===== config.mk =====
export PLATFORM = sky130hd
export DESIGN_NAME = amis_top
export DESIGN_NICKNAME = d
export VERILOG_FILES = /design/src/common/amis_pkg.sv /design/src/amis_mux.sv /design/src/amis_top.sv
export VERILOG_INCLUDE_DIRS = /design/src /design/src/common
export SDC_FILE = /design/constraint.sdc
export NUM_CORES = 1
export LEC_CHECK = 0
export BUFFER_PORTS_ARGS = -buffer_cell sky130_fd_sc_hd__buf_2
export CAP_MARGIN = 30
export CORE_ASPECT_RATIO = 2
export CORE_MARGIN = 4
export CORE_UTILIZATION = 31
export CTS_CLUSTER_DIAMETER = 40
export DETAILED_ROUTE_END_ITERATION = 7
export GPL_TIMING_DRIVEN = 0
export PLACE_DENSITY = 0.8
export RECOVER_POWER = 25
export SYNTH_ARGS = -nofsm -noshare
export SYNTH_HDL_FRONTEND = slang
export SYNTH_HIERARCHICAL = 1
export SYNTH_SLANG_ARGS = --single-unit

===== constraint.sdc =====
create_clock -name clock_in -period 1.6 [get_ports clock_in]
set_input_delay 0.08 -clock clock_in [delete_from_list [all_inputs] [get_ports clock_in]]
set_output_delay 0.08 -clock clock_in [all_outputs]
set_load 0.05 [all_outputs]

===== src/common/amis_cfg.svh =====
// Purpose: Constants for the audio mute input select block
// Assumes: Plain register port with byte addresses as printed
// Notes: Offsets are byte addresses
`ifndef AMIS_CFG_SVH
`define AMIS_CFG_SVH

// ****************************************
// Register map
// ****************************************
`define AMIS_ADDR_W 32
`define AMIS_DATA_W 32
`define AMIS_PORT1_CFG_ADDR 32'h4000001c
`define AMIS_PORT2_CFG_ADDR 32'h40000020
`define AMIS_SEL_LSB 0
`define AMIS_SEL_MSB 2
`define AMIS_SEL_RESET 3'h0

// ****************************************
// Select codes
// ****************************************
`define AMIS_SEL_ZERO 3'h0
`define AMIS_SEL_SER7 3'h1
`define AMIS_SEL_SER8 3'h2
`define AMIS_SEL_SER9 3'h3
`define AMIS_SEL_HRCLK 3'h4
`define AMIS_SEL_SP0_MOSI 3'h5
`define AMIS_SEL_SP0_CS 3'h6
`define AMIS_SEL_SP0_ENA 3'h7
`endif


===== src/common/amis_pkg.sv =====
// Purpose: Types for the audio mute input select block
// Assumes: Constants come from amis_cfg.svh
// Notes: None
`include "amis_cfg.svh"
package amis_pkg;
  typedef logic [2:0] amis_sel_t;

  // Candidate sources shared by both ports
  typedef struct packed {
    logic first_serial_periph_enable;
    logic first_serial_periph_chip_select;
    logic first_serial_periph_mosi;
    logic third_port_high_rate_rx_clock;
    logic ser_pin9;
    logic ser_pin8;
    logic ser_pin7;
  } amis_src_t;

  typedef struct packed {
    logic [`AMIS_ADDR_W-1:0] addr;
    logic [`AMIS_DATA_W-1:0] wdata;
    logic wr;
    logic rd;
  } amis_bus_t;
endpackage : amis_pkg


===== src/amis_mux.sv =====
// Purpose: One mute source multiplexer
// Assumes: Sources synchronous to clock_in
// Notes: Purely combinational
`timescale 1ns/1ns
`include "amis_cfg.svh"
module amis_mux (
  input wire amis_pkg::amis_sel_t sel_in,
  input wire amis_pkg::amis_src_t src_in,
  output logic mute_out
);
  // ****************************************
  // Selection
  // ****************************************
  wire [7:0] cand;
  assign cand = {src_in.first_serial_periph_enable,
                 src_in.first_serial_periph_chip_select,
                 src_in.first_serial_periph_mosi,
                 src_in.third_port_high_rate_rx_clock,
                 src_in.ser_pin9, src_in.ser_pin8, src_in.ser_pin7,
                 1'b0};
  assign mute_out = cand[sel_in];
endmodule : amis_mux


===== src/amis_top.sv =====
// Purpose: Mute input source select for second and third audio ports
// Assumes: Register port, read data one cycle after read strobe
// Notes: Upper bits read as zero
// Operation
// - Second port field selects its mute source
// - Third port field selects independently, same codes
// - Code zero drives constant low
// - Codes map to shared serializer, clock, serial pins
`timescale 1ns/1ns
`include "amis_cfg.svh"
module amis_top (
  input wire logic clock_in,
  input wire logic resetn_in,
  input wire logic [`AMIS_ADDR_W-1:0] addr_in,
  input wire logic [`AMIS_DATA_W-1:0] wdata_in,
  input wire logic wr_in,
  input wire logic rd_in,
  output logic [`AMIS_DATA_W-1:0] rdata_out,
  input wire amis_pkg::amis_src_t src_in,
  output logic second_port_mute_out,
  output logic third_port_mute_out
);
  // ****************************************
  // Decode
  // ****************************************
  amis_pkg::amis_sel_t second_port_mute_source_sel_reg;
  amis_pkg::amis_sel_t third_port_mute_source_sel_reg;
  amis_pkg::amis_sel_t second_next;
  amis_pkg::amis_sel_t third_next;
  logic [`AMIS_DATA_W-1:0] rdata_reg;
  logic [`AMIS_DATA_W-1:0] rdata_next;
  amis_pkg::amis_bus_t bus_req;
  wire hit1;
  wire hit2;
  wire [1:0][2:0] sel_vec;
  wire [1:0] mute_vec;

  // Address compare shared by both configuration words
  function automatic logic cfg_hit(
    input logic [`AMIS_ADDR_W-1:0] addr,
    input logic [`AMIS_ADDR_W-1:0] target
  );
    return addr == target;
  endfunction : cfg_hit

  // Table form of the code map, kept apart from the mux wiring so checks stay independent
  function automatic logic ref_pick(
    input amis_pkg::amis_sel_t sel,
    input amis_pkg::amis_src_t src
  );
    logic pick;
    pick = 1'b0;
    case (sel)
      `AMIS_SEL_ZERO: pick = 1'b0;
      `AMIS_SEL_SER7: pick = src.ser_pin7;
      `AMIS_SEL_SER8: pick = src.ser_pin8;
      `AMIS_SEL_SER9: pick = src.ser_pin9;
      `AMIS_SEL_HRCLK: pick = src.third_port_high_rate_rx_clock;
      `AMIS_SEL_SP0_MOSI: pick = src.first_serial_periph_mosi;
      `AMIS_SEL_SP0_CS: pick = src.first_serial_periph_chip_select;
      `AMIS_SEL_SP0_ENA: pick = src.first_serial_periph_enable;
      default: pick = 1'b0;
    endcase
    return pick;
  endfunction : ref_pick

  assign bus_req = {addr_in, wdata_in, wr_in, rd_in};
  assign hit1 = cfg_hit(bus_req.addr, `AMIS_PORT1_CFG_ADDR);
  assign hit2 = cfg_hit(bus_req.addr, `AMIS_PORT2_CFG_ADDR);
  // Upper bits are ignored on write; software is expected to write zeros
  assign second_next = (wr_in && hit1) ?
    wdata_in[`AMIS_SEL_MSB:`AMIS_SEL_LSB] : second_port_mute_source_sel_reg;
  assign third_next = (wr_in && hit2) ?
    wdata_in[`AMIS_SEL_MSB:`AMIS_SEL_LSB] : third_port_mute_source_sel_reg;
  // Reserved bits read zero, a safe choice of the indeterminate value
  assign rdata_next = !rd_in ? '0 :
    hit1 ? {29'h0000000, second_port_mute_source_sel_reg} :
    hit2 ? {29'h0000000, third_port_mute_source_sel_reg} : '0;

  // ****************************************
  // Registers
  // ****************************************
  always_ff @(posedge clock_in) begin
    if (!resetn_in) begin
      second_port_mute_source_sel_reg <= `AMIS_SEL_RESET;
      third_port_mute_source_sel_reg <= `AMIS_SEL_RESET;
      rdata_reg <= '0;
    end else begin
      second_port_mute_source_sel_reg <= second_next;
      third_port_mute_source_sel_reg <= third_next;
      rdata_reg <= rdata_next;
    end
  end
  assign rdata_out = rdata_reg;

  // ****************************************
  // Multiplexers
  // ****************************************
  assign sel_vec[0] = second_port_mute_source_sel_reg;
  assign sel_vec[1] = third_port_mute_source_sel_reg;
  // Same mux for each port; slot 0 is the second audio port
  for (genvar g = 0; g < 2; g++) begin : g_port
    amis_mux u_mux (
      .sel_in(sel_vec[g]),
      .src_in(src_in),
      .mute_out(mute_vec[g])
    );
  end
  assign second_port_mute_out = mute_vec[0];
  assign third_port_mute_out = mute_vec[1];

  // ****************************************
  // Assertions
  // ****************************************
  // ****************************************
  // Register writes
  // ****************************************
  second_write_a: assert property (
    @(posedge clock_in) disable iff (!resetn_in)
    wr_in && hit1
    |=> second_port_mute_source_sel_reg == $past(wdata_in[2:0]))
    else $error("second select not written");

  third_write_a: assert property (
    @(posedge clock_in) disable iff (!resetn_in)
    wr_in && hit2
    |=> third_port_mute_source_sel_reg == $past(wdata_in[2:0]))
    else $error("third select not written");

  second_keep_a: assert property (
    @(posedge clock_in) disable iff (!resetn_in)
    !(wr_in && hit1)
    |=> $stable(second_port_mute_source_sel_reg))
    else $error("second select changed");

  third_keep_a: assert property (
    @(posedge clock_in) disable iff (!resetn_in)
    !(wr_in && hit2)
    |=> $stable(third_port_mute_source_sel_reg))
    else $error("third select changed");

  unmapped_keep_a: assert property (
    @(posedge clock_in) disable iff (!resetn_in)
    wr_in && !hit1 && !hit2
    |=> $stable(second_port_mute_source_sel_reg) && $stable(third_port_mute_source_sel_reg))
    else $error("unmapped write changed a select");

  // ****************************************
  // Reset
  // ****************************************
  reset_sel_a: assert property (
    @(posedge clock_in)
    !resetn_in
    |=> second_port_mute_source_sel_reg == `AMIS_SEL_RESET
      && third_port_mute_source_sel_reg == `AMIS_SEL_RESET)
    else $error("select not cleared by reset");

  reset_mute_a: assert property (
    @(posedge clock_in)
    !resetn_in
    |=> !second_port_mute_out && !third_port_mute_out)
    else $error("mute not low after reset");

  // ****************************************
  // Read path
  // ****************************************
  read_second_a: assert property (
    @(posedge clock_in) disable iff (!resetn_in)
    rd_in && hit1
    |=> rdata_out == {29'h0, $past(second_port_mute_source_sel_reg)})
    else $error("second read wrong");

  read_third_a: assert property (
    @(posedge clock_in) disable iff (!resetn_in)
    rd_in && hit2
    |=> rdata_out == {29'h0, $past(third_port_mute_source_sel_reg)})
    else $error("third read wrong");

  read_reserved_a: assert property (
    @(posedge clock_in) disable iff (!resetn_in)
    rd_in && (hit1 || hit2)
    |=> rdata_out[31:3] == 29'h0)
    else $error("reserved bits not zero");

  read_unmapped_a: assert property (
    @(posedge clock_in) disable iff (!resetn_in)
    rd_in && !hit1 && !hit2
    |=> rdata_out == 32'h0)
    else $error("unmapped read not zero");

  // ****************************************
  // Second port code map
  // ****************************************
  zero_low_a: assert property (
    @(posedge clock_in) disable iff (!resetn_in)
    second_port_mute_source_sel_reg == `AMIS_SEL_ZERO
    |-> !second_port_mute_out)
    else $error("zero code not low");

  ser7_map_a: assert property (
    @(posedge clock_in) disable iff (!resetn_in)
    second_port_mute_source_sel_reg == `AMIS_SEL_SER7
    |-> second_port_mute_out == src_in.ser_pin7)
    else $error("code one wrong");

  second_ser8_a: assert property (
    @(posedge clock_in) disable iff (!resetn_in)
    second_port_mute_source_sel_reg == `AMIS_SEL_SER8
    |-> second_port_mute_out == src_in.ser_pin8)
    else $error("second code two wrong");

  second_ser9_a: assert property (
    @(posedge clock_in) disable iff (!resetn_in)
    second_port_mute_source_sel_reg == `AMIS_SEL_SER9
    |-> second_port_mute_out == src_in.ser_pin9)
    else $error("second code three wrong");

  second_hrclk_a: assert property (
    @(posedge clock_in) disable iff (!resetn_in)
    second_port_mute_source_sel_reg == `AMIS_SEL_HRCLK
    |-> second_port_mute_out == src_in.third_port_high_rate_rx_clock)
    else $error("second code four wrong");

  second_mosi_a: assert property (
    @(posedge clock_in) disable iff (!resetn_in)
    second_port_mute_source_sel_reg == `AMIS_SEL_SP0_MOSI
    |-> second_port_mute_out == src_in.first_serial_periph_mosi)
    else $error("second code five wrong");

  second_cs_a: assert property (
    @(posedge clock_in) disable iff (!resetn_in)
    second_port_mute_source_sel_reg == `AMIS_SEL_SP0_CS
    |-> second_port_mute_out == src_in.first_serial_periph_chip_select)
    else $error("second code six wrong");

  ena_map_a: assert property (
    @(posedge clock_in) disable iff (!resetn_in)
    second_port_mute_source_sel_reg == `AMIS_SEL_SP0_ENA
    |-> second_port_mute_out == src_in.first_serial_periph_enable)
    else $error("code seven wrong");

  second_ref_a: assert property (
    @(posedge clock_in) disable iff (!resetn_in)
    $changed(src_in) || $changed(second_port_mute_source_sel_reg)
    |-> second_port_mute_out == ref_pick(second_port_mute_source_sel_reg, src_in))
    else $error("second mute differs from table");

  // ****************************************
  // Third port code map
  // ****************************************
  third_zero_a: assert property (
    @(posedge clock_in) disable iff (!resetn_in)
    third_port_mute_source_sel_reg == `AMIS_SEL_ZERO
    |-> !third_port_mute_out)
    else $error("third zero code not low");

  third_ser7_a: assert property (
    @(posedge clock_in) disable iff (!resetn_in)
    third_port_mute_source_sel_reg == `AMIS_SEL_SER7
    |-> third_port_mute_out == src_in.ser_pin7)
    else $error("third code one wrong");

  third_ser8_a: assert property (
    @(posedge clock_in) disable iff (!resetn_in)
    third_port_mute_source_sel_reg == `AMIS_SEL_SER8
    |-> third_port_mute_out == src_in.ser_pin8)
    else $error("third code two wrong");

  third_ser9_a: assert property (
    @(posedge clock_in) disable iff (!resetn_in)
    third_port_mute_source_sel_reg == `AMIS_SEL_SER9
    |-> third_port_mute_out == src_in.ser_pin9)
    else $error("third code three wrong");

  hrclk_map_a: assert property (
    @(posedge clock_in) disable iff (!resetn_in)
    third_port_mute_source_sel_reg == `AMIS_SEL_HRCLK
    |-> third_port_mute_out == src_in.third_port_high_rate_rx_clock)
    else $error("clock code wrong");

  third_mosi_a: assert property (
    @(posedge clock_in) disable iff (!resetn_in)
    third_port_mute_source_sel_reg == `AMIS_SEL_SP0_MOSI
    |-> third_port_mute_out == src_in.first_serial_periph_mosi)
    else $error("third code five wrong");

  third_cs_a: assert property (
    @(posedge clock_in) disable iff (!resetn_in)
    third_port_mute_source_sel_reg == `AMIS_SEL_SP0_CS
    |-> third_port_mute_out == src_in.first_serial_periph_chip_select)
    else $error("third code six wrong");

  third_ena_a: assert property (
    @(posedge clock_in) disable iff (!resetn_in)
    third_port_mute_source_sel_reg == `AMIS_SEL_SP0_ENA
    |-> third_port_mute_out == src_in.first_serial_periph_enable)
    else $error("third code seven wrong");

  third_ref_a: assert property (
    @(posedge clock_in) disable iff (!resetn_in)
    $changed(src_in) || $changed(third_port_mute_source_sel_reg)
    |-> third_port_mute_out == ref_pick(third_port_mute_source_sel_reg, src_in))
    else $error("third mute differs from table");

  // ****************************************
  // Forwarding
  // ****************************************
  direct_fwd_a: assert property (
    @(posedge clock_in) disable iff (!resetn_in)
    wr_in && hit1 && wdata_in[2:0] == `AMIS_SEL_SER8
    |=> second_port_mute_out == src_in.ser_pin8)
    else $error("select not immediate");

  third_fwd_a: assert property (
    @(posedge clock_in) disable iff (!resetn_in)
    wr_in && hit2 && wdata_in[2:0] == `AMIS_SEL_SP0_CS
    |=> third_port_mute_out == src_in.first_serial_periph_chip_select)
    else $error("third select not immediate");

endmodule : amis_top


; After elaboration in Yosys (flattened, before gate mapping)
; Cells that the tools add are included.
; Widths: inputs -> output; s select.
[classes]
order_cmp = 2
eq_ne = 2
muxes = 6
n_bitwise = 2
n_reduce_logical = 4
[op_table]
columns = cell, count
row1 = $eq 32x31->1 const B, 2
row2 = $lt 3x4->1 const B, 2
row3 = $bmux 1 s3, 2
row4 = $mux 3, 2
row5 = $reduce_or 3->1, 1
row6 = $logic_and 1x1->1, 2
row7 = $mux 1, 2
row8 = $not 1->1, 2
row9 = $reduce_and 2->1, 1
[totals]
reg_bits = 38
output_inout_bits = 34
word_cells = 20

; Logic depth before layout (Yosys ltp)
; Gate-level depths: netlist of the first run.
[depth]
word_depth = 3
depth_mapped = 4

; Modules after synthesis
; Netlist of the first run, hierarchy kept.
[modules_own_cells]
columns = mod, instances, cells_per_inst, area_per_inst_um2
row1 = amis_top, 1, 76, 696.9
row2 = amis_mux, 2, 5, 63.8

; Worst setup path before layout of the first run
; Ideal clock, no wire load.
[synth_path]
path_type = reg-to-output
startpoint = register third_port_mute_source_sel_reg[2]
endpoint = output port third_port_mute_out
arrival_time_ns = 1.337
path_slack_ns = 0.183
stages_incl_launch_ff = 3
path_buffers = 0
cell_sequence = dfxtp_1 -> mux2_2 -> mux4_2
[synth_between]
elab_chain_len = 2
[synth_rtl]
columns = element, line_no
row1 = "start, declared", amis_top.sv:27  ; amis_pkg::amis_sel_t third_port_mute_source_sel_reg;
row2 = "start signal, assigned", amis_top.sv:86  ; third_port_mute_source_sel_reg <= `AMIS_SEL_RESET;
row3 = "start signal, assigned", amis_top.sv:90  ; third_port_mute_source_sel_reg <= third_next;
row4 = $bmux 1 s3, amis_mux.sv:21  ; assign mute_out = cand[sel_in];
row5 = $mux 1 (implied by the code), amis_mux.sv:21
row6 = "end, declared", amis_top.sv:21  ; output logic third_port_mute_out
; No other way between the ends. The select of a mux whose other input is x is not followed.

; Worst setup path in the final report of the first run
; Ends and elaborated chain as after synthesis.

==> results of run 1 <==
critical path, cell delays in order (launching register included):
cell and delay, ps:
dfxtp_4 380, mux2_4 300, mux4_2 490, buf_8 170
metrics by stage:
step / TNS [ps] / util / total power, mW / setup slack [ps]
floorplan: 0 / - / 0.455 / 183
global placement: 0 / 0.477 / 0.511 / 10.3
detailed placement: -33.4 / 0.477 / 0.514 / -18.1
CTS: -112 / 0.520 / 0.780 / -59.8
global route: -179 / 0.519 / 0.822 / -98.7
finish: -101 / 0.519 / 0.775 / -53.4
final timing paths:
| kind | slack, ps | to | startpoint | cells past startpoint |
|---|---|---|---|---|
| worst max-delay path | -50 | third_port_mute_out | third_port_mute_source_sel_reg[2] | 3 |
| worst min register to register | 500 | second_port_mute_source_sel_reg[1] | second_port_mute_source_sel_reg[1] | 2 |
| worst max register to register | 770 | rdata_out[2] | second_port_mute_source_sel_reg[2] | 3 |
| worst min-delay path | 120 | third_port_mute_source_sel_reg[2] | wdata_in[2] | 3 |
power by group:
part,switching [mW],leakage (nW),internal (mW)
Clock,0.0855,0.0228,0.173
Sequential,0.0000000000415,0.0741,0.222
Combinational,0.190,0.630,0.104
Total,0.276,0.727,0.499
cells in the final DEF, fill, tap and decap left out, drive strengths merged:
| cell type | n |
|---|---|
| a22oi | 3 |
| and2 | 2 |
| and4 | 1 |
| buf | 78 |
| clkbuf | 7 |
| conb | 29 |
| dfxtp | 9 |
| mux2 | 6 |
| mux2i | 6 |
| mux4 | 2 |
| nand2 | 9 |
| nand3 | 3 |
| nand4b | 1 |
| nor2 | 3 |
| nor4 | 5 |
| nor4b | 1 |
| or4 | 3 |
| or4b | 1 |
cell families (layout without fill, tap and decap cells):
logic type | count (synthesis) | count (layout) | share of synthesized area
multiplexers | 14 | 14 | 0.209
AND/OR/NAND/NOR | 29 | 29 | 0.272
AO/OA/AOI/OAI | 3 | 3 | 0.0273
flip-flops | 9 | 9 | 0.219
other | 1 | 29 | 0.00455
buffers and inverters | 30 | 85 | 0.269
routing by layer:
metal / vias up / track usage / share of wire
met4: 0 / 0.0544 / 0.012
met5: - / 0 / 0
li1: 416 / - / -
met1: 344 / 0.104 / 0.29
met2: 49 / 0.233 / 0.59
met3: 2 / 0.0333 / 0.10
repair_timing:
action	in CTS	in global routing
endpoints found under the setup margin	2	2
hold buffers	0	0
buffers inserted	2	0
resized for setup	16	0
area by class of cell:
cell class              count  area (µm²)  area share
plain buffers              30         221       0.168
clock buffers               4        45.0      0.0342
multi-input cells          75         551       0.418
flip-flops and latches      9         188       0.143
well taps                  28        35.0      0.0266
repair buffers             51         277       0.210
==> impl_results.md, run 1 <==
* Status: finished, violations left
* Violated checks: negative setup slack
* Crit end category: output pin
* Die height at approximately 80 µm
* Clock latency on the worst-skew pair at about 230 ps
* HPWL Detailed at approximately 1900 µm
* Max-Slew Margin vs Limit at 0.605
* WHS at 117 ps
* Ratio of cells with drive above 1 in the final layout at 0.586
* CTS root buf: clkbuf_8
* Final hold violations at 0
* Setup CP Type: register to output pin
* Post-detailed-routing wire length at about 2100 µm
* Routed via count at about 810
* Max-cap violations at 0
* Initial antenna violation count at 0
* Die ar. at around 3600 µm²
* Fin area at approximately 1300 µm²
* Core box area at 2540 µm²
* Via-to-Cell Ratio at 4.12
* Fraction of registers with async set/reset at 0
* Starting Density at 0.325
* Clock transition at the registers of the reported paths at 40 ps
* # rows at 26
* Global-route wire length before repair at about 3200 µm
* Nets at 245
* WP data required at ~1500 ps
* Final Critical Period at 1650 ps
* Yosys reg bits at 9
* Synth warn at 6
* Number of global-route vias before repair at 811
* Pin count of the biggest net entering global routing at 11
* Fmax at slightly above 0.6 GHz
* Fillers at 269
* PwrDens at roughly 590 nW/µm²
* Commonest cells in the netlist: buf_4 (29), dfxtp_1 (9), nand2_1 (9)
* H-tree levels at 1
* Setup Skew at around 2.4 ps
* Drt pass-1 iters at 4
* Most common cell in the netlist: buf_4
* Worst-Margin Slew at 595 ps
* Area leader, netlist: buf_4
* CTS Buf Count at 3
* Detailed Route Iter0 Violations at 16
* Grt total ovfl at 0
* Worst-path maximum fanout at 5
* Ys flop type: dfxtp_1
* Critical Path AT at between 1500 and 2000 ps
* Routability congestion estimate at ~0.66
* Max VDD drop at about 0.35 mV
* Slew Limit Fails at 0
* I/O Pins at 109
* Fin cells at between 150 and 200
* Library cells used by synthesis at 22
* CTS tree: built
* Port Buffers at 49
* Die width at 44.5 µm
* Instance area at placement at 1210 µm²
* Synth Cell Area at between 800 and 900 µm²
* Leakage at approximately 0.73 nW
* RSZ-0062 raised after global routing: true
* Cells after Synth at 86
* Avg Cell Area, Syn at 9.59 µm²
* Synth area leaders: buf_4 (26%), dfxtp_1 (22%), mux2i_1 (7.3%), mux2_2 (5.5%), mux4_2 (5.5%)
* HP Class: input port to register
* Detailed-route DRC error count at 0
* Clock Tree Buf Depth at 2
* WL/cell at approximately 11 µm
* Sequential area share after synthesis at 0.219
* Share of the synthesized area in the top cell type at 0.264
* Count of final setup violators at 2
* Syn-to-layout area delta at 59.6%
* ANT cells at 0
* Worst setup SP type: register
* Final worst path period share at 1.03
* Setup ws final at -53.4 ps
* Clock sink count at 9
* Gr usage total at 0.120
* Antenna-violating nets left at 0
* EDFF count, synth at 0
* Placed cells at approximately 190
No activity file was read; power rests on OpenSTA's default activity.
==> run 2, diff against run 1 <==
--- a/config.mk
+++ b/config.mk
@@ -14,9 +14,8 @@
 export CTS_CLUSTER_DIAMETER = 40
 export DETAILED_ROUTE_END_ITERATION = 7
 export GPL_TIMING_DRIVEN = 0
-export PLACE_DENSITY = 0.8
+export PLACE_DENSITY = 0.81
 export RECOVER_POWER = 25
 export SYNTH_ARGS = -nofsm -noshare
 export SYNTH_HDL_FRONTEND = slang
-export SYNTH_HIERARCHICAL = 1
 export SYNTH_SLANG_ARGS = --single-unit
==> run 2 against run 1 <==
  * The run now ends clean
  * Setup slack better by 110 ps
  * Clock power about the same
  * First-iteration DRC count rose by 38%
  * Via count increased by 0.62%
  * Clock-buffer cell count fell by 1
  * Global-route usage fell by 0.16 points
  * Sequential power hardly changed
  * Die area is 2.1% lower
  * Final cell count is 0.51% lower
  * Clock skew is 2.4 ps higher
  * Flip-flop and latch count is the same
  * Critical endpoint is now second_port_mute_out
  * Largest power group unchanged
==> impl_results.md, run 2 <==
* PwrDens at approximately 620 nW/µm²
* Synth area leaders: buf_4 (27%), dfxtp_1 (22%), mux2i_1 (8.7%), mux4_2 (5.6%), nor4_4 (5.3%)
* RSZ-0062 raised after global routing: false
* HP Class: input port to register
* Initial antenna violation count at 0
* CTS Buf Count at 3
* Core box area at roughly 2400 µm²
* Crit end category: output pin
* Worst-Margin Slew at ~600 ps
* Global-route wire length before repair at 3170 µm
* Setup TNS at 0 ps
* Commonest cells after routing, fill and taps aside: buf_2 (45), buf_4 (30), conb_1 (29)
* Count of final setup violators at 0
* Nets at 245
* Setup ws final at around 61 ps
* Die width at approximately 44 µm
* Area of the multi-input gates at 508 µm²
* Pin count of the biggest net entering global routing at 11
* Commonest cells in the netlist: buf_4 (29), nand2_1 (11), dfxtp_1 (9)
* Clock Power Share at 0.340
* Seq pwr share at 0.289
* # rows at 25
* Sequential area share after synthesis at 0.224
* Clock sink count at 9
* Die ar. at approximately 3500 µm²
* Fin area at approximately 1200 µm²
* Final Critical Period at about 1500 ps
* Clock transition at the registers of the reported paths at 50 ps
* I/O Pins at around 110
* Routability congestion estimate at 0.770
* Most common cell in the netlist: buf_4
* Final hold violations at 0
* Drt pass-1 iters at 4
* Status: complete, no violations
* Library cells used by synthesis at 24
* Switching Share at 0.363
* Int Power at between 0.4 and 0.5 mW
* Number of global-route vias before repair at about 820
* Max-cap violations at 0
* Setup Skew at about 4.7 ps
* Setup CP Type: register to output pin
* Clock Tree Buf Depth at 2
* Post-detailed-routing wire length at between 2000 and 2500 µm
* Synth warn at 0
* Leakage at 0.690 nW
* WL/cell at 10.3 µm
* Simple-gate area share of the yosys netlist at 0.274
* WHS at between 100 and 150 ps
* Max VDD drop at about 0.38 mV
* Final Core Density at 0.508
* Synth Area in XOR/XNOR at 0
* Share of the synthesized area in the top cell type at 0.271
* Fillers at between 200 and 250
* HPWL Detailed at between 1500 and 2000 µm
* Die height at about 80 µm
* Synth Cell Area at just over 800 µm²
* Antenna-violating nets left at 0
* Starting Density at 0.330
* Grt total ovfl at 0
* CTS tree: built
* Detailed-route DRC error count at 0
* Syn-to-layout area delta at 54.0%
* R2R Setup Slk at ~900 ps
* NetSw at roughly 0.28 mW
* Setup Fix Bufs, Post-CTS at 0
* Fmax at around 0.65 GHz
* Avg Cell Area, Syn at around 9 µm²
* Fraction of the mapped netlist area in compound gates at 0.0653
* Slew Limit Fails at 0
* Worst-path maximum fanout at 5
* EDFF count, synth at 0
* Gr usage total at 0.118
* H-tree levels at 1
* Port Buffers at about 50
* Max-Slew Margin vs Limit at 0.605
* Mux cell area share after synthesis at 0.157
* Place WS at -10.3 ps
* Clock latency on the worst-skew pair at 230 ps
* Area leader, netlist: buf_4
* Critical Path AT at about 1500 ps
* Largest family of logic cells by synthesized area: buffers and inverters
* Ys flop type: dfxtp_1
* Ratio of cells with drive above 1 in the final layout at 0.538
* Cells after Synth at 88
* Routed via count at just over 800
* Detailed Route Iter0 Violations at 22
* Most common cell after layout, fill and taps aside: buf_2
* Power share of the combinational group at 0.371
* Register Area at 185 µm²
* Adder-Cell Fraction of Synth Area at 0
* CTS root buf: clkbuf_8
* Yosys reg bits at 9
* Via-to-Cell Ratio at 4.16
* ANT cells at 0
* Worst setup SP type: register
* WP data required at 1520 ps
* Fraction of registers with async set/reset at 0
* Instance area at placement at between 1000 and 1500 µm²
* Final worst path period share at 0.962
[run 2: power groups by stage]
stage	clock (mW)	combinational (mW)	sequential (mW)
after floorplan	0	0.224	0.229
after global placement	0	0.280	0.229
after detailed placement	0	0.283	0.229
after CTS	0.272	0.283	0.225
after global routing	0.282	0.304	0.223
final	0.262	0.286	0.223
[run 2: metal layers]
| metal | track usage | share of wire | vias to the layer above |
|---|---|---|---|
| met5 | 0 | 0 | - |
| met4 | 0.0755 | 0.015 | 0 |
| met3 | 0.0271 | 0.13 | 4 |
| met2 | 0.224 | 0.57 | 47 |
| met1 | 0.102 | 0.29 | 344 |
| li1 | - | - | 421 |
[run 2: area by class of cell]
class / instances / area share
clock buffer: 3 / 0.0333
buffer: 30 / 0.179
tap: 27 / 0.0273
clock inverter: 1 / 0.00404
timing repair buffer: 49 / 0.197
multi-input combinational: 77 / 0.410
sequential: 9 / 0.149
[run 2: cell families (layout without fill, tap and decap cells)]
logic type / Yosys count / count (layout)
simple gates: 30 / 30
flops: 9 / 9
compound gates: 8 / 8
buf+inv: 30 / 83
mux: 10 / 10
other cells: 1 / 29
[run 2: timing repair]
item	in CTS	in global routing
resized for setup	1	4
endpoints found under the setup margin	1	2
hold buffers	0	0
[run 2: stage by stage]
step | total power [mW] | std cells
floorplan | 0.454 | 116
global placement | 0.509 | 192
detailed placement | 0.512 | 192
CTS | 0.780 | 196
global route | 0.808 | 196
finish | 0.771 | 196
[run 2: path summary, 6_finish.rpt]
kind                                        endpoint                          startpoint  cells after the start
setup / recovery                second_port_mute_out  second_port_mute_source_sel_reg[1]                      3
setup reg to reg                        rdata_out[2]   third_port_mute_source_sel_reg[2]                      2
hold / removal     third_port_mute_source_sel_reg[0]                         wdata_in[0]                      3
hold reg to reg   second_port_mute_source_sel_reg[1]  second_port_mute_source_sel_reg[1]                      2
[run 2: worst max-delay path: stages, from the launching register on]
cell,delay (ps)
dfxtp_4,370
mux4_2,490
a21o_1,190
buf_4,180
==> run 3, diff against run 2 <==
==> constraint.sdc (replaced) <==
create_clock -name clock_in -period 1.6 [get_ports clock_in]
set_input_delay 0 -clock clock_in [delete_from_list [all_inputs] [get_ports clock_in]]
set_output_delay 0 -clock clock_in [all_outputs]
set_load 0.05 [all_outputs]
==> run 3 against run 2 <==
  * Core utilization decreased by 0.26 points
  * Clock-buffer cell count unchanged
  * Routed wire length about the same
  * Flip-flop and latch count unchanged
  * Global-route usage unchanged
  * Sequential power about the same
  * Sequential share of layout area decreased by 0.23 points
  * Clock power about the same
  * Final cell count unchanged
  * Design area decreased by 0.51%
  * Non-clock buffer count unchanged
==> impl_results.md, run 3 (synthesized netlist as in run 2, its figures left out) <==
* Clock transition at the registers of the reported paths at around 50 ps
* Post-detailed-routing wire length at ~2000 µm
* CP cell instances: mux4_2, nand2_1, o21ai_1, buf_2
* Die height at 80.0 µm
* Clock Tree Buf Depth at 2
* Setup TNS at 0 ps
* Syn-to-layout area delta at 53.2%
* Initial antenna violation count at 0
* Final Core Density at 0.505
* Setup CP Type: register to output pin
* WHS at around 41 ps
* Number of global-route vias before repair at just over 800
* Count of final setup violators at 0
* H-tree levels at 1
* Global-route wire length before repair at about 3200 µm
* ANT cells at 0
* Worst-path maximum fanout at 5
* CTS root buf: clkbuf_8
* Nets at ~250
* Core box area at about 2400 µm²
* Ratio of cells with drive above 1 in the final layout at 0.533
* Instance area at placement at about 1200 µm²
* Detailed Route Iter0 Violations at 19
* Top delay family on crit path: multiplexers
* Pin count of the biggest net entering global routing at 11
* Die width at roughly 44 µm
* Final worst path period share at 0.945
* Max VDD drop at between 0.3 and 0.4 mV
* Routability congestion estimate at just under 0.8
* Crit path largest cell delay at between 500 and 600 ps
* CTS Buf Count at 3
* Max-Slew Margin vs Limit at 0.605
* Drt pass-1 iters at 4
* Commonest cells after routing, fill and taps aside: buf_2 (46), buf_4 (29), conb_1 (29)
* Status: complete, no violations
* Register Area at around 180 µm²
* # rows at 25
* Fin area at roughly 1200 µm²
* Port Buffers at ~50
* I/O Pins at approximately 110
* Critical-path top delay cell: mux4_2
* Setup Skew at a little under 5 ps
* Die ar. at between 3000 and 4000 µm²
* Fillers at ~240
* Most common cell after layout, fill and taps aside: buf_2
* CTS tree: built
* Crit path buffers/inverters at 1
* Detailed-route DRC error count at 0
* Via-to-Cell Ratio at a little over 4
* Antenna-violating nets left at 0
* Routed via count at approximately 820
* Crit end category: output pin
* Final Critical Period at 1510 ps
* Critical Path AT at ~1500 ps
* Slew Limit Fails at 0
* Gr usage total at 0.118
* RSZ-0062 raised after global routing: false
* Power, Total at between 0.7 and 0.8 mW
* Grt total ovfl at 0
* Starting Density at 0.330
* HPWL Detailed at ~1800 µm
* Fmax at 0.661 GHz
* Worst-Margin Slew at roughly 600 ps
* WP data required at between 1500 and 2000 ps
* Clock sink count at 9
* PwrDens at 627 nW/µm²
* R2R Setup Slk at approximately 860 ps
* Max-cap violations at 0
* Clock latency on the worst-skew pair at between 200 and 250 ps
* Area of the multi-input gates at a little over 500 µm²
* WL/cell at about 10 µm
* Worst setup SP type: register
* Final hold violations at 0
* HP Class: input port to register
* Leakage at just under 0.7 nW
## run 3: through the flow
| step | instances | setup slack (ps) |
|---|---|---|
| floorplan | 116 | 274 |
| global placement | 192 | 80.1 |
| detailed placement | 192 | 69.7 |
| CTS | 196 | 18.0 |
| global route | 196 | 36.2 |
| finish | 196 | 88.1 |
## run 3: cell type report
class	count	share of cell area
sequential	9	0.147
clock inverter	1	0.00406
clock buffer	3	0.0335
timing repair buffer	49	0.196
multi-input combinational	77	0.412
tap	27	0.0274
buffer	30	0.180
## run 3: path summary, 6_finish.rpt
kind	start	endpoint	depth (start not counted)
worst max register to register	third_port_mute_source_sel_reg[1]	third_port_mute_source_sel_reg[1]	2
worst min register to register	second_port_mute_source_sel_reg[1]	second_port_mute_source_sel_reg[1]	2
worst max-delay path	third_port_mute_source_sel_reg[1]	third_port_mute_out	4
worst min-delay path	wdata_in[0]	third_port_mute_source_sel_reg[0]	3
## run 3: routing by layer
layer,share of wire,vias to the layer above,wire [µm],track usage
li1,-,421,-,-
met1,0.29,343,583,0.102
met2,0.57,47,1150,0.224
met3,0.13,4,257,0.0271
met4,0.015,0,31,0.0755
met5,0,-,0,0
## run 3: tightest hold or removal path, stage by stage
cell	delay (ps)
buf_2	90
nand2_1	70
mux2i_1	60
## run 3: power by group
part | total (mW) | switching, mW | internal (mW)
Combinational | 0.286 | 0.188 | 0.0983
Clock | 0.262 | 0.0919 | 0.170
Sequential | 0.225 | 0.0000000000432 | 0.225
## run 3: what timing repair did
| item | in CTS | in global routing |
|---|---|---|
| setup buffers | 0 | 0 |
| gates resized for setup | 0 | 1 |
| setup endpoints to repair | 0 | 1 |
| hold buffers | 0 | 0 |
